[src/core/pcg_pkg.sv]
// Purpose: shared constants and types for the peripheral clock gating and power mode block
// Assumes: 16-bit registers on a 32-bit Avalon-MM word bus, word-index addressing
// Notes:   register offsets are word indices; the byte address is four times the index

// ****************************************************************
// package
// ****************************************************************
package pcg_pkg;

	// register word indices
	localparam logic [3:0] REG_GATE_IDX     = 4'hC;
	localparam logic [3:0] REG_SHORT_HI_IDX = 4'hD;
	localparam logic [3:0] REG_SHORT_LO_IDX = 4'hE;
	localparam logic [3:0] REG_MODE_IDX     = 4'hF;

	// peripheral clock gate bit positions
	localparam int GATE_MODULATOR_BIT   = 0;
	localparam int GATE_SPI0_BIT        = 2;
	localparam int GATE_SPI1_BIT        = 3;
	localparam int GATE_ASYNC0_BIT      = 4;
	localparam int GATE_ASYNC1_BIT      = 5;
	localparam int GATE_TIMER1_BIT      = 6;
	localparam int GATE_TIMER3_BIT      = 8;
	localparam int GATE_DECODER_BIT     = 10;
	localparam int GATE_CAN_BIT         = 12;
	localparam int GATE_ANALOG_BIT      = 13;

	// implemented gate bits; the rest are reserved and read as one
	localparam logic [15:0] GATE_IMPL_MASK  = 16'h357D;
	localparam logic [15:0] GATE_RESET      = 16'hFFFF;

	// short I/O address location
	localparam logic [1:0]  SHORT_HI_RESET  = 2'h3;
	localparam logic [15:0] SHORT_LO_RESET  = 16'hFFFF;
	localparam logic [13:0] SHORT_HI_FILL   = 14'h3FFF;
	localparam logic [17:0] SHORT_TOP_OF_MEM = 18'h3FFFF;
	localparam int          SHORT_LOW_BITS  = 6;
	localparam int          SHORT_DELAY_CYC = 5;

	// clocking
	localparam int REF_CLK_MHZ     = 125;
	localparam int MASTER_MAX_MHZ  = 120;
	localparam int SYS_DIVIDE      = 2;

	// power modes
	typedef enum logic [1:0] {
		PCG_RUN,
		PCG_WAIT,
		PCG_STOP
	} pcg_mode_t;

	// mode status register encoding
	localparam logic [1:0] MODE_CODE_RUN  = 2'h0;
	localparam logic [1:0] MODE_CODE_WAIT = 2'h1;
	localparam logic [1:0] MODE_CODE_STOP = 2'h2;

	// events that may end stop mode
	typedef struct packed {
		logic can_activity;
		logic ext_irq;
		logic watchdog_rst;
		logic ext_rst;
		logic por;
	} pcg_wake_t;

endpackage

[src/core/pcg_top.sv]
// Purpose: peripheral clock gates, short I/O upper address, half-rate clocks, power modes
// Assumes: all inputs synchronous to REF_CLK; gated clocks are built from flip-flops
// Notes:   every clock output is a full-period, flop-driven pulse train at half REF_CLK
//
// Function
// - gate bit one passes clock, zero withholds
// - analog bit 13, CAN 12, decoder 10
// - third timer bit 8, first timer 6
// - second serial bit 5, first 4
// - second SPI bit 3, first SPI 2
// - modulator clock at bit 0
// - reserved gate bits read one, ignore writes
// - low six from instruction, rest from registers
// - high register holds bits 23:22, rest one
// - low register holds bits 21:6, fully writable
// - both short-address registers reset to ones
// - new short address effective after five cycles
// - block debug port if moved and external
// - system clocks at half master rate
// - run keeps core and peripheral clocks
// - wait stops core, memory; interrupt wakes
// - stop exits only on listed wake events
// - peripherals except watchdog use bus clock

`timescale 1ns/1ps

module pcg_top (
	// clock and reset
	input  wire logic               REF_CLK,
	input  wire logic               RST,
	// avalon-mm slave
	input  wire logic [3:0]         AVS_ADDRESS,
	input  wire logic               AVS_READ,
	input  wire logic               AVS_WRITE,
	input  wire logic [31:0]        AVS_WRITEDATA,
	input  wire logic [3:0]         AVS_BYTEENABLE,
	output logic      [31:0]        AVS_READDATA,
	output logic                    AVS_WAITREQUEST,
	// processor core power requests and wake sources
	input  wire logic               ENTER_WAIT,
	input  wire logic               ENTER_STOP,
	input  wire logic               PERIPH_IRQ,
	input  wire pcg_pkg::pcg_wake_t WAKE,
	// short I/O addressing
	input  wire logic [5:0]         SHORT_IO_LOW,
	input  wire logic               EXTERNAL_MEMORY_OPTION,
	output logic      [23:0]        SHORT_IO_ADDR,
	output logic                    DEBUG_PORT_BLOCK,
	// clocks out
	output logic                    CORE_CLK,
	output logic                    MEMORY_CLK,
	output logic                    PERIPHERAL_BUS_CLK,
	output logic                    WATCHDOG_CLK,
	output logic      [15:0]        PERIPHERAL_CLK,
	// mode status
	output logic      [1:0]         POWER_MODE
);

	// ****************************************************************
	// declarations
	// ****************************************************************
	logic                    sys_phase;
	logic [15:0]             peripheral_clock_gate;
	logic [15:0]             gate_hold;
	logic [1:0]              short_io_address_high;
	logic [15:0]             short_io_address_low;
	logic [17:0]             short_pipe [pcg_pkg::SHORT_DELAY_CYC];
	logic [17:0]             short_io_upper_address;
	pcg_pkg::pcg_mode_t      mode;
	pcg_pkg::pcg_mode_t      next_mode;
	logic                    bus_access;
	logic                    wr_take;
	logic [15:0]             next_readdata;
	logic                    periph_run;
	logic                    core_run;

	// ****************************************************************
	// functions
	// ****************************************************************

	// merge a 16-bit write through the two low byte lanes
	function automatic logic [15:0] lane_merge(
		input logic [15:0] old_val,
		input logic [31:0] wdata,
		input logic [3:0]  be
	);
		logic [15:0] res;
		res = old_val;
		if (be[0]) begin
			res[7:0] = wdata[7:0];
		end
		if (be[1]) begin
			res[15:8] = wdata[15:8];
		end
		return res;
	endfunction

	// mode to status code
	function automatic logic [1:0] mode_code(input pcg_pkg::pcg_mode_t m);
		logic [1:0] c;
		c = pcg_pkg::MODE_CODE_RUN;
		unique case (m)
			pcg_pkg::PCG_RUN: begin
				c = pcg_pkg::MODE_CODE_RUN;
			end
			pcg_pkg::PCG_WAIT: begin
				c = pcg_pkg::MODE_CODE_WAIT;
			end
			pcg_pkg::PCG_STOP: begin
				c = pcg_pkg::MODE_CODE_STOP;
			end
			default: begin
				c = pcg_pkg::MODE_CODE_RUN;
			end
		endcase
		return c;
	endfunction

	// ****************************************************************
	// avalon-mm slave
	// ****************************************************************

	// one wait cycle then a single-cycle answer; waitrequest idles high
	assign bus_access = AVS_READ | AVS_WRITE;
	assign wr_take    = AVS_WRITE & ~AVS_WAITREQUEST;

	// read mux; unmapped indices read zero
	always_comb begin
		next_readdata = 16'h0000;
		unique case (AVS_ADDRESS)
			pcg_pkg::REG_GATE_IDX: begin
				next_readdata = peripheral_clock_gate | ~pcg_pkg::GATE_IMPL_MASK;
			end
			pcg_pkg::REG_SHORT_HI_IDX: begin
				next_readdata = {pcg_pkg::SHORT_HI_FILL, short_io_address_high};
			end
			pcg_pkg::REG_SHORT_LO_IDX: begin
				next_readdata = short_io_address_low;
			end
			pcg_pkg::REG_MODE_IDX: begin
				next_readdata = {14'h0000, mode_code(mode)};
			end
			default: begin
				next_readdata = 16'h0000;
			end
		endcase
	end

	// handshake: drop waitrequest for exactly one cycle per request
	always_ff @(posedge REF_CLK) begin
		if (RST) begin
			AVS_WAITREQUEST <= 1'b1;
			AVS_READDATA    <= 32'h0000_0000;
		end else begin
			if (bus_access && AVS_WAITREQUEST) begin
				AVS_WAITREQUEST <= 1'b0;
				AVS_READDATA    <= {16'h0000, next_readdata};
			end else begin
				AVS_WAITREQUEST <= 1'b1;
			end
		end
	end

	// ****************************************************************
	// registers
	// ****************************************************************

	// peripheral clock gate; reserved bits hold one and ignore writes
	always_ff @(posedge REF_CLK) begin
		if (RST) begin
			peripheral_clock_gate <= pcg_pkg::GATE_RESET;
		end else if (wr_take && AVS_ADDRESS == pcg_pkg::REG_GATE_IDX) begin
			peripheral_clock_gate <= (lane_merge(peripheral_clock_gate, AVS_WRITEDATA,
				AVS_BYTEENABLE) & pcg_pkg::GATE_IMPL_MASK) | ~pcg_pkg::GATE_IMPL_MASK;
		end
	end

	// short-address location pair, all ones after reset
	always_ff @(posedge REF_CLK) begin
		if (RST) begin
			short_io_address_high <= pcg_pkg::SHORT_HI_RESET;
			short_io_address_low  <= pcg_pkg::SHORT_LO_RESET;
		end else if (wr_take) begin
			if (AVS_ADDRESS == pcg_pkg::REG_SHORT_HI_IDX && AVS_BYTEENABLE[0]) begin
				short_io_address_high <= AVS_WRITEDATA[1:0];
			end
			if (AVS_ADDRESS == pcg_pkg::REG_SHORT_LO_IDX) begin
				short_io_address_low <= lane_merge(short_io_address_low, AVS_WRITEDATA,
					AVS_BYTEENABLE);
			end
		end
	end

	// ****************************************************************
	// short I/O addressing
	// ****************************************************************

	// the stored value reaches the address path only after five stages,
	// so software that uses it sooner still sees the old page
	always_ff @(posedge REF_CLK) begin
		if (RST) begin
			for (int i = 0; i < pcg_pkg::SHORT_DELAY_CYC; i++) begin
				short_pipe[i] <= pcg_pkg::SHORT_TOP_OF_MEM;
			end
		end else begin
			short_pipe[0] <= {short_io_address_high, short_io_address_low};
			for (int i = 1; i < pcg_pkg::SHORT_DELAY_CYC; i++) begin
				short_pipe[i] <= short_pipe[i-1];
			end
		end
	end

	assign short_io_upper_address = short_pipe[pcg_pkg::SHORT_DELAY_CYC-1];

	// full address and debug port lock
	always_ff @(posedge REF_CLK) begin
		if (RST) begin
			SHORT_IO_ADDR    <= {pcg_pkg::SHORT_TOP_OF_MEM, 6'h00};
			DEBUG_PORT_BLOCK <= 1'b0;
		end else begin
			SHORT_IO_ADDR    <= {short_io_upper_address, SHORT_IO_LOW};
			DEBUG_PORT_BLOCK <= (short_io_upper_address != pcg_pkg::SHORT_TOP_OF_MEM)
				&& EXTERNAL_MEMORY_OPTION;
		end
	end

	// ****************************************************************
	// power modes
	// ****************************************************************

	// entry only from run; stop ignores peripheral interrupts
	always_comb begin
		next_mode = mode;
		unique case (mode)
			pcg_pkg::PCG_RUN: begin
				if (ENTER_STOP) begin
					next_mode = pcg_pkg::PCG_STOP;
				end else if (ENTER_WAIT) begin
					next_mode = pcg_pkg::PCG_WAIT;
				end
			end
			pcg_pkg::PCG_WAIT: begin
				if (PERIPH_IRQ) begin
					next_mode = pcg_pkg::PCG_RUN;
				end
			end
			pcg_pkg::PCG_STOP: begin
				if (|WAKE) begin
					next_mode = pcg_pkg::PCG_RUN;
				end
			end
			default: begin
				next_mode = pcg_pkg::PCG_RUN;
			end
		endcase
	end

	always_ff @(posedge REF_CLK) begin
		if (RST) begin
			mode       <= pcg_pkg::PCG_RUN;
			POWER_MODE <= pcg_pkg::MODE_CODE_RUN;
		end else begin
			mode       <= next_mode;
			POWER_MODE <= mode_code(next_mode);
		end
	end

	// the CAN unit is unclocked in stop, so the waking frame is lost
	assign core_run   = (mode == pcg_pkg::PCG_RUN);
	assign periph_run = (mode != pcg_pkg::PCG_STOP);

	// ****************************************************************
	// clock generation
	// ****************************************************************

	// divide by two; REF_CLK stands in for a master clock of at most 120 MHz
	always_ff @(posedge REF_CLK) begin
		if (RST) begin
			sys_phase <= 1'b0;
		end else begin
			sys_phase <= ~sys_phase;
		end
	end

	// system clocks: each high phase is either whole or absent
	always_ff @(posedge REF_CLK) begin
		if (RST) begin
			CORE_CLK           <= 1'b0;
			MEMORY_CLK         <= 1'b0;
			PERIPHERAL_BUS_CLK <= 1'b0;
			WATCHDOG_CLK       <= 1'b0;
		end else begin
			CORE_CLK           <= ~sys_phase & core_run;
			MEMORY_CLK         <= ~sys_phase & core_run;
			PERIPHERAL_BUS_CLK <= ~sys_phase & periph_run;
			WATCHDOG_CLK       <= ~sys_phase;
		end
	end

	// per-peripheral gates, enable sampled only at the end of the high phase
	generate
		for (genvar g = 0; g < 16; g++) begin : gen_gate
			if (pcg_pkg::GATE_IMPL_MASK[g]) begin : gen_impl
				// hold stands in for the latch of a gating cell; it moves
				// only when the output is about to go low
				always_ff @(posedge REF_CLK) begin
					if (RST) begin
						gate_hold[g] <= 1'b0;
					end else if (sys_phase) begin
						gate_hold[g] <= peripheral_clock_gate[g];
					end
				end
				// bus clock derived, so peripherals share its frequency
				always_ff @(posedge REF_CLK) begin
					if (RST) begin
						PERIPHERAL_CLK[g] <= 1'b0;
					end else begin
						PERIPHERAL_CLK[g] <= ~sys_phase & periph_run
							& gate_hold[g];
					end
				end
			end else begin : gen_resv
				// reserved lanes never toggle
				always_ff @(posedge REF_CLK) begin
					gate_hold[g]      <= 1'b0;
					PERIPHERAL_CLK[g] <= 1'b0;
				end
			end
		end
	endgenerate

endmodule

[config.mk]
export PLATFORM = sky130hd
export DESIGN_NAME = pcg_top
export DESIGN_NICKNAME = d
export VERILOG_FILES = /design/src/core/pcg_pkg.sv /design/src/core/pcg_top.sv
export SDC_FILE = /design/constraint.sdc
export NUM_CORES = 1
export LEC_CHECK = 0
export BUFFER_PORTS_ARGS = -buffer_cell sky130_fd_sc_hd__buf_2
export CAP_MARGIN = 20
export CELL_PAD_IN_SITES_DETAIL_PLACEMENT = 0
export CELL_PAD_IN_SITES_GLOBAL_PLACEMENT = 1
export CORE_AREA = 3 3 122 124
export DETAILED_ROUTE_END_ITERATION = 7
export DIE_AREA = 0 0 125 127
export PLACE_DENSITY = 0.93
export SYNTH_ARGS = -nofsm -noshare
export SYNTH_HDL_FRONTEND = slang
export SYNTH_SLANG_ARGS = --single-unit
[constraint.sdc]
create_clock -name REF_CLK -period 2.73 [get_ports REF_CLK]
set_input_delay 0.546 -clock REF_CLK [delete_from_list [all_inputs] [get_ports REF_CLK]]
set_output_delay 0.546 -clock REF_CLK [all_outputs]
set_load 0.02 [all_outputs]
# Yosys cells after proc, flatten, opt, wreduce, memory -nomap -nowiden
# Memories as Yosys holds them, arrays and structs flattened.
# Index checks and enable logic that the tools add are counted.
dict set report word_totals {
  mem_count 1
  regBits 97
  latch_bits 0
  elab_cells 94
  romBits 0
  in_bits 59
  ram_bits 90
}
dict set report classes {
  n_addsub 0
  bitwise 21
  n_eq_ne 10
  muxes 17
  order_cmp 0
  reduce_logical 11
  n_mul 0
  div 0
  shifts 0
}
# name depth width read_ports rd_clocked_by_memory_dff write_ports line_no
set memory_table {}
lappend memory_table {short_pipe 5 18 5 0 5 pcg_top.sv:67} ;# logic [17:0] short_pipe [pcg_pkg::SHORT_DELAY_CYC];
# op n
set op_table {}
lappend op_table {{2-to-1 mux 18 bit} 5}
lappend op_table {{case mux 16 bit (4 select lines)} 1}
lappend op_table {{!= test 18 bit (second input constant)} 1}
lappend op_table {{== test 4 bit (second input constant)} 4}
lappend op_table {{AND 1 bit} 13}
lappend op_table {{2-to-1 mux 2 bit} 4}
lappend op_table {{case mux 2 bit (2 select lines)} 2}
lappend op_table {{bitwise OR 1 bit} 6}
lappend op_table {{case mux 2 bit (3 select lines)} 1}
lappend op_table {{AND reduction 2 bit} 3}
lappend op_table {{AND reduction 3 bit} 2}
lappend op_table {{OR reduction 5 bit} 1}
lappend op_table {{== test 2 x 1 -> 1 bit (second input constant)} 2}
lappend op_table {{== test 2 bit (second input constant)} 2}
lappend op_table {{logical AND 1 bit} 4}
lappend op_table {{2-to-1 mux 1 bit} 4}
lappend op_table {{zero test 2 bit} 1}
lappend op_table {{!= test 2 bit (second input constant)} 1}
lappend op_table {{NOT 1 bit} 2}

# Depth between registers and ports, before layout
dict set report depth {
  depth_word 5
  ltp_mapped 5
  ltp_nobuf 4
}

# Worst setup path before layout
# OpenSTA, ideal clock, no wires.
dict set report synth_path {
  path_kind {input to register}
  start {input port AVS_ADDRESS[0]}
  end {register peripheral_clock_gate[0]}
  arrival_time_ps 1548
  stages 4
  n_path_buf 1
  path_slack_ps 1063
  setup_ps 120
  cell_sequence {or2_1 > or3_4 > buf_6 > a211o_1}
}
dict set report synth_between {
  elab_chain_cells 3
}
# item line_no
set synth_rtl {}
lappend synth_rtl {{start: declaration} pcg_top.sv:32} ;# input wire logic [3:0] AVS_ADDRESS,
lappend synth_rtl {{== test 4 bit} pcg_top.sv:172} ;# end else if (wr_take && AVS_ADDRESS == pcg_pkg::REG_GATE_IDX) begin
lappend synth_rtl {{logical AND 1 bit} pcg_top.sv:172}
lappend synth_rtl {{AND reduction 2 bit (no line)} n/a}
lappend synth_rtl {{end signal: assignment} pcg_top.sv:171} ;# peripheral_clock_gate <= pcg_pkg::GATE_RESET;
lappend synth_rtl {{end signal: assignment} pcg_top.sv:173} ;# peripheral_clock_gate <= (lane_merge(peripheral_clock_gate, AVS_WRITEDATA,
lappend synth_rtl {{end: declaration} pcg_top.sv:63} ;# logic [15:0] peripheral_clock_gate;
# No other way between the ends.
# A chain may end at the register's enable or synchronous reset.

# Worst setup path in the final report
dict set report layout_path {
  start {register WATCHDOG_CLK}
  end {output port WATCHDOG_CLK}
}
# item line_no
set layout_lines {}
lappend layout_lines {{start: declaration} pcg_top.sv:53} ;# output logic WATCHDOG_CLK,
lappend layout_lines {{start signal: assignment} pcg_top.sv:296} ;# WATCHDOG_CLK <= ~sys_phase;
# No word-level cell between the ends.

==> results_dict.tcl <==
set metrics [dict create \
    post-route-period-util 0.633 \
    setup_tns_ns 0 \
    path_cells "buf_4, buf_2" \
    gr-total-overflow 0 \
    min_to "short_io_address_low[11]" \
    die_x_um 125 \
    synth.top_cell.area_share 0.620 \
    avgSynthCellArea_um2 10.8 \
    crit_family "buffers and inverters" \
    clock_latency_ns 0.42 \
    cpMaxStageDelayCell "dfxtp_1" \
    wl_per_cell_um 12.7 \
    fmax_mhz 579 \
    via_per_inst 4.57 \
    worstPathRequired_ns 2.18 \
    p_leak_nw 3.01 \
    worst_slew_pin_slew_ns 0.782 \
    drc 0 \
    hold_buffers 0 \
    synthesis.area_um2 6040 \
    worstSetupPathType "flip-flop to output pin" \
    synth.area.top_cells "dfxtp_1, or2_2, a211o_1, buf_4, nor2b_1" \
    grt_max_degree 92 \
    cts_tree "done" \
    post_cts_resized 0 \
    ys_ff_latch 187 \
    grt.total_usage 0.136 \
    irDropWorstVdd_mv 0.561 \
    critPathLaunchType "flip-flop" \
    postCtsSetupBuffers 0 \
    reg2reg_from "AVS_WAITREQUEST" \
    cpPeakStageDelay_ns 0.31 \
    num_rows 43 \
    min_period_ns 1.73 \
    n_antenna_cell 0 \
    critPathBufInv 2 \
    p_per_area_nw_per_um2 786 \
    hold_depth 2 \
    clock_sinks 187 \
    grt_first_pass_wirelength_um 17400 \
    comb_power_share 0.048 \
    rsz0062_at_grt "false" \
    drt_iter0_drc 180 \
    synth_top_area_cell "dfxtp_1" \
    hp-class "input port to flip-flop" \
    die_h_um 127 \
    syn_inst 561 \
    core_area_um2 13900 \
    path_max_fanout 14 \
    layout-drive-gt1-share 0.378 \
    slew_viol_final 0 \
    cts_htree_levels 4 \
    fp.dieArea_um2 15900 \
    final_hold_viol_count 0 \
    arrival_ns 1.18 \
    setup_viol 0 \
    hpwl_um 7300 \
    io_buffers 98 \
    wl_um 10700 \
    clkPwrFrac 0.462 \
    cts_max_path_buffers 2 \
    ioPinCount 139 \
    nets 708 \
    initial_core_util 0.435 \
    grt_pass1_vias 3595 \
    worstSetupEndpointType "output pin" \
    clock_skew_ns 0.0100 \
    cap_viol_max_count 0 \
    worstRegToRegCells 4 \
    areaGrowthSynthToFinish_pct 19.8 \
    outcome "finished clean" \
    final_util 0.521 \
    r2r_slack_ns 1.05 \
    yosysSeqAreaShare 0.620 \
    antenna_found_initial 1 \
    share_seq_of_total_power 0.490 \
    yosysWarningCount 0 \
    path_clk_slew_ns 0.08 \
    synth_cell_type_count 38 \
    gp_congestion 0.840 \
    rr_endpoint "short_io_address_low[0]" \
    relSlewSlack 0.477 \
    switching_share 0.230 \
    power.internal_mw 4.38 \
    route.vias.total 3850 \
    holdCritStartpoint "AVS_WRITEDATA[11]" \
    p_sw_mw 1.31 \
    cts_root_buffer "clkbuf_16" \
    drtPass1Iterations 4 \
    antenna_left 0 \
    numCtsBuffers 17 \
]
## kinds of logic after synthesis
group,Yosys count,share of synthesized area
compound gates,73,0.0844
simple gates,217,0.215
other cells,1,0.000621
mux,11,0.0182
buf+inv,72,0.0620
flops,187,0.620
## final cells by class
cell class | count | area [um^2]
clock buffer | 18 | 439
fill | 1261 | 6650
tap | 180 | 225
multi-input combinational | 323 | 2000
timing repair buffer | 103 | 543
sequential | 187 | 3740
clock inverter | 14 | 219
inverter | 17 | 63.8
## worst max-delay path by stage
stage / startpoint / to / slack [ns] / depth (start not counted)
floorplan: AVS_ADDRESS[0] / peripheral_clock_gate[0] / 1.06 / 4
global placement: AVS_ADDRESS[1] / peripheral_clock_gate[5] / 0.60 / 4
detailed placement: AVS_ADDRESS[1] / peripheral_clock_gate[5] / 0.57 / 4
CTS: WATCHDOG_CLK / WATCHDOG_CLK / 0.97 / 2
global route: AVS_ADDRESS[1] / short_io_address_low[1] / 0.92 / 5
finish: WATCHDOG_CLK / WATCHDOG_CLK / 1.00 / 2
## worst reg2reg max path: stages (launching register included)
cell and delay [ns]:
dfxtp_1 0.33, nand3b_1 0.31, nor3_4 0.54, nor2b_1 0.10, a211o_1 0.29
## state kept, by name, indices dropped and copies added, names as in the netlist
signal and count:
short_io_address_low 16, peripheral_clock_gate 10, AVS_WAITREQUEST 1, SHORT_IO_ADDR 24, short_pipe 90, POWER_MODE 2
mode 2, DEBUG_PORT_BLOCK 1, PERIPHERAL_BUS_CLK 1, PERIPHERAL_CLK 10, AVS_READDATA 16, WATCHDOG_CLK 1
MEMORY_CLK 1, gate_hold 10, short_io_address_high 2
## cells in the mapped netlist
master / instances
nand2_1: 16
and4_1: 2
buf_2: 2
nor4b_2: 1
a211o_1: 28
nand2b_1: 2
nor2_1: 28
and3_1: 2
and2_1: 10
conb_1: 1
buf_6: 1
and3b_1: 1
o31ai_1: 1
buf_1: 3
nand3b_1: 2
mux2i_1: 11
or2_1: 1
a21o_1: 5
or3_1: 1
inv_1: 17
or4_1: 1
or3_4: 1
nand4_1: 3
nand3_1: 1
nand2_2: 1
or2_2: 109
nor3b_1: 2
buf_4: 25
nor3_1: 7
dfxtp_1: 187
a31oi_1: 1
o211ai_1: 9
o21ai_0: 11
nor4_1: 2
a21oi_1: 18
nor2b_1: 21
nor3_4: 3
clkbuf_1: 24
## placed cells by master (no fill, tap or decap), types with 3 or more instances in the layout
cell type and instances:
dfxtp_1 187, or2_2 109, buf_2 97, nor2_1 28
a211o_1 28, conb_1 22, nor2b_1 21, a21oi_1 18
inv_1 17, clkbuf_16 17, nand2_1 16, o21ai_0 11
mux2i_1 11, and2_1 10, o211ai_1 9, nor3_1 7
a21o_1 5, buf_4 5, inv_8 4, nor3_4 3
nand4_1 3, bufinv_16 3, clkinv_8 3
## through the flow
stage	cell area (um^2)	total power [mW]	hold slack (ns)	cells	worst slack, ns
floorplan	6110	3.05	0.389	582	1.06
global placement	6570	3.12	0.391	810	0.596
detailed placement	6570	3.12	0.393	810	0.573
CTS	7230	5.76	0.316	842	0.975
global route	7230	5.91	0.316	842	0.925
finish	7230	5.69	0.334	842	1.00
## metal layers
layer	part of all wire	global-route usage
met4	0.025	0.0651
met5	0.00066	0
met2	0.46	0.218
met1	0.43	0.165
met3	0.078	0.0485
## power by group through the flow
stage / Sequential [mW] / Clock, mW / Combinational (mW)
floorplan: 2.88 / 0 / 0.169
CTS: 2.79 / 2.70 / 0.272
finish: 2.79 / 2.63 / 0.270
global route: 2.79 / 2.82 / 0.296
detailed placement: 2.85 / 0 / 0.270
global placement: 2.85 / 0 / 0.266
Note: power is estimated with default switching activity, not from simulation.
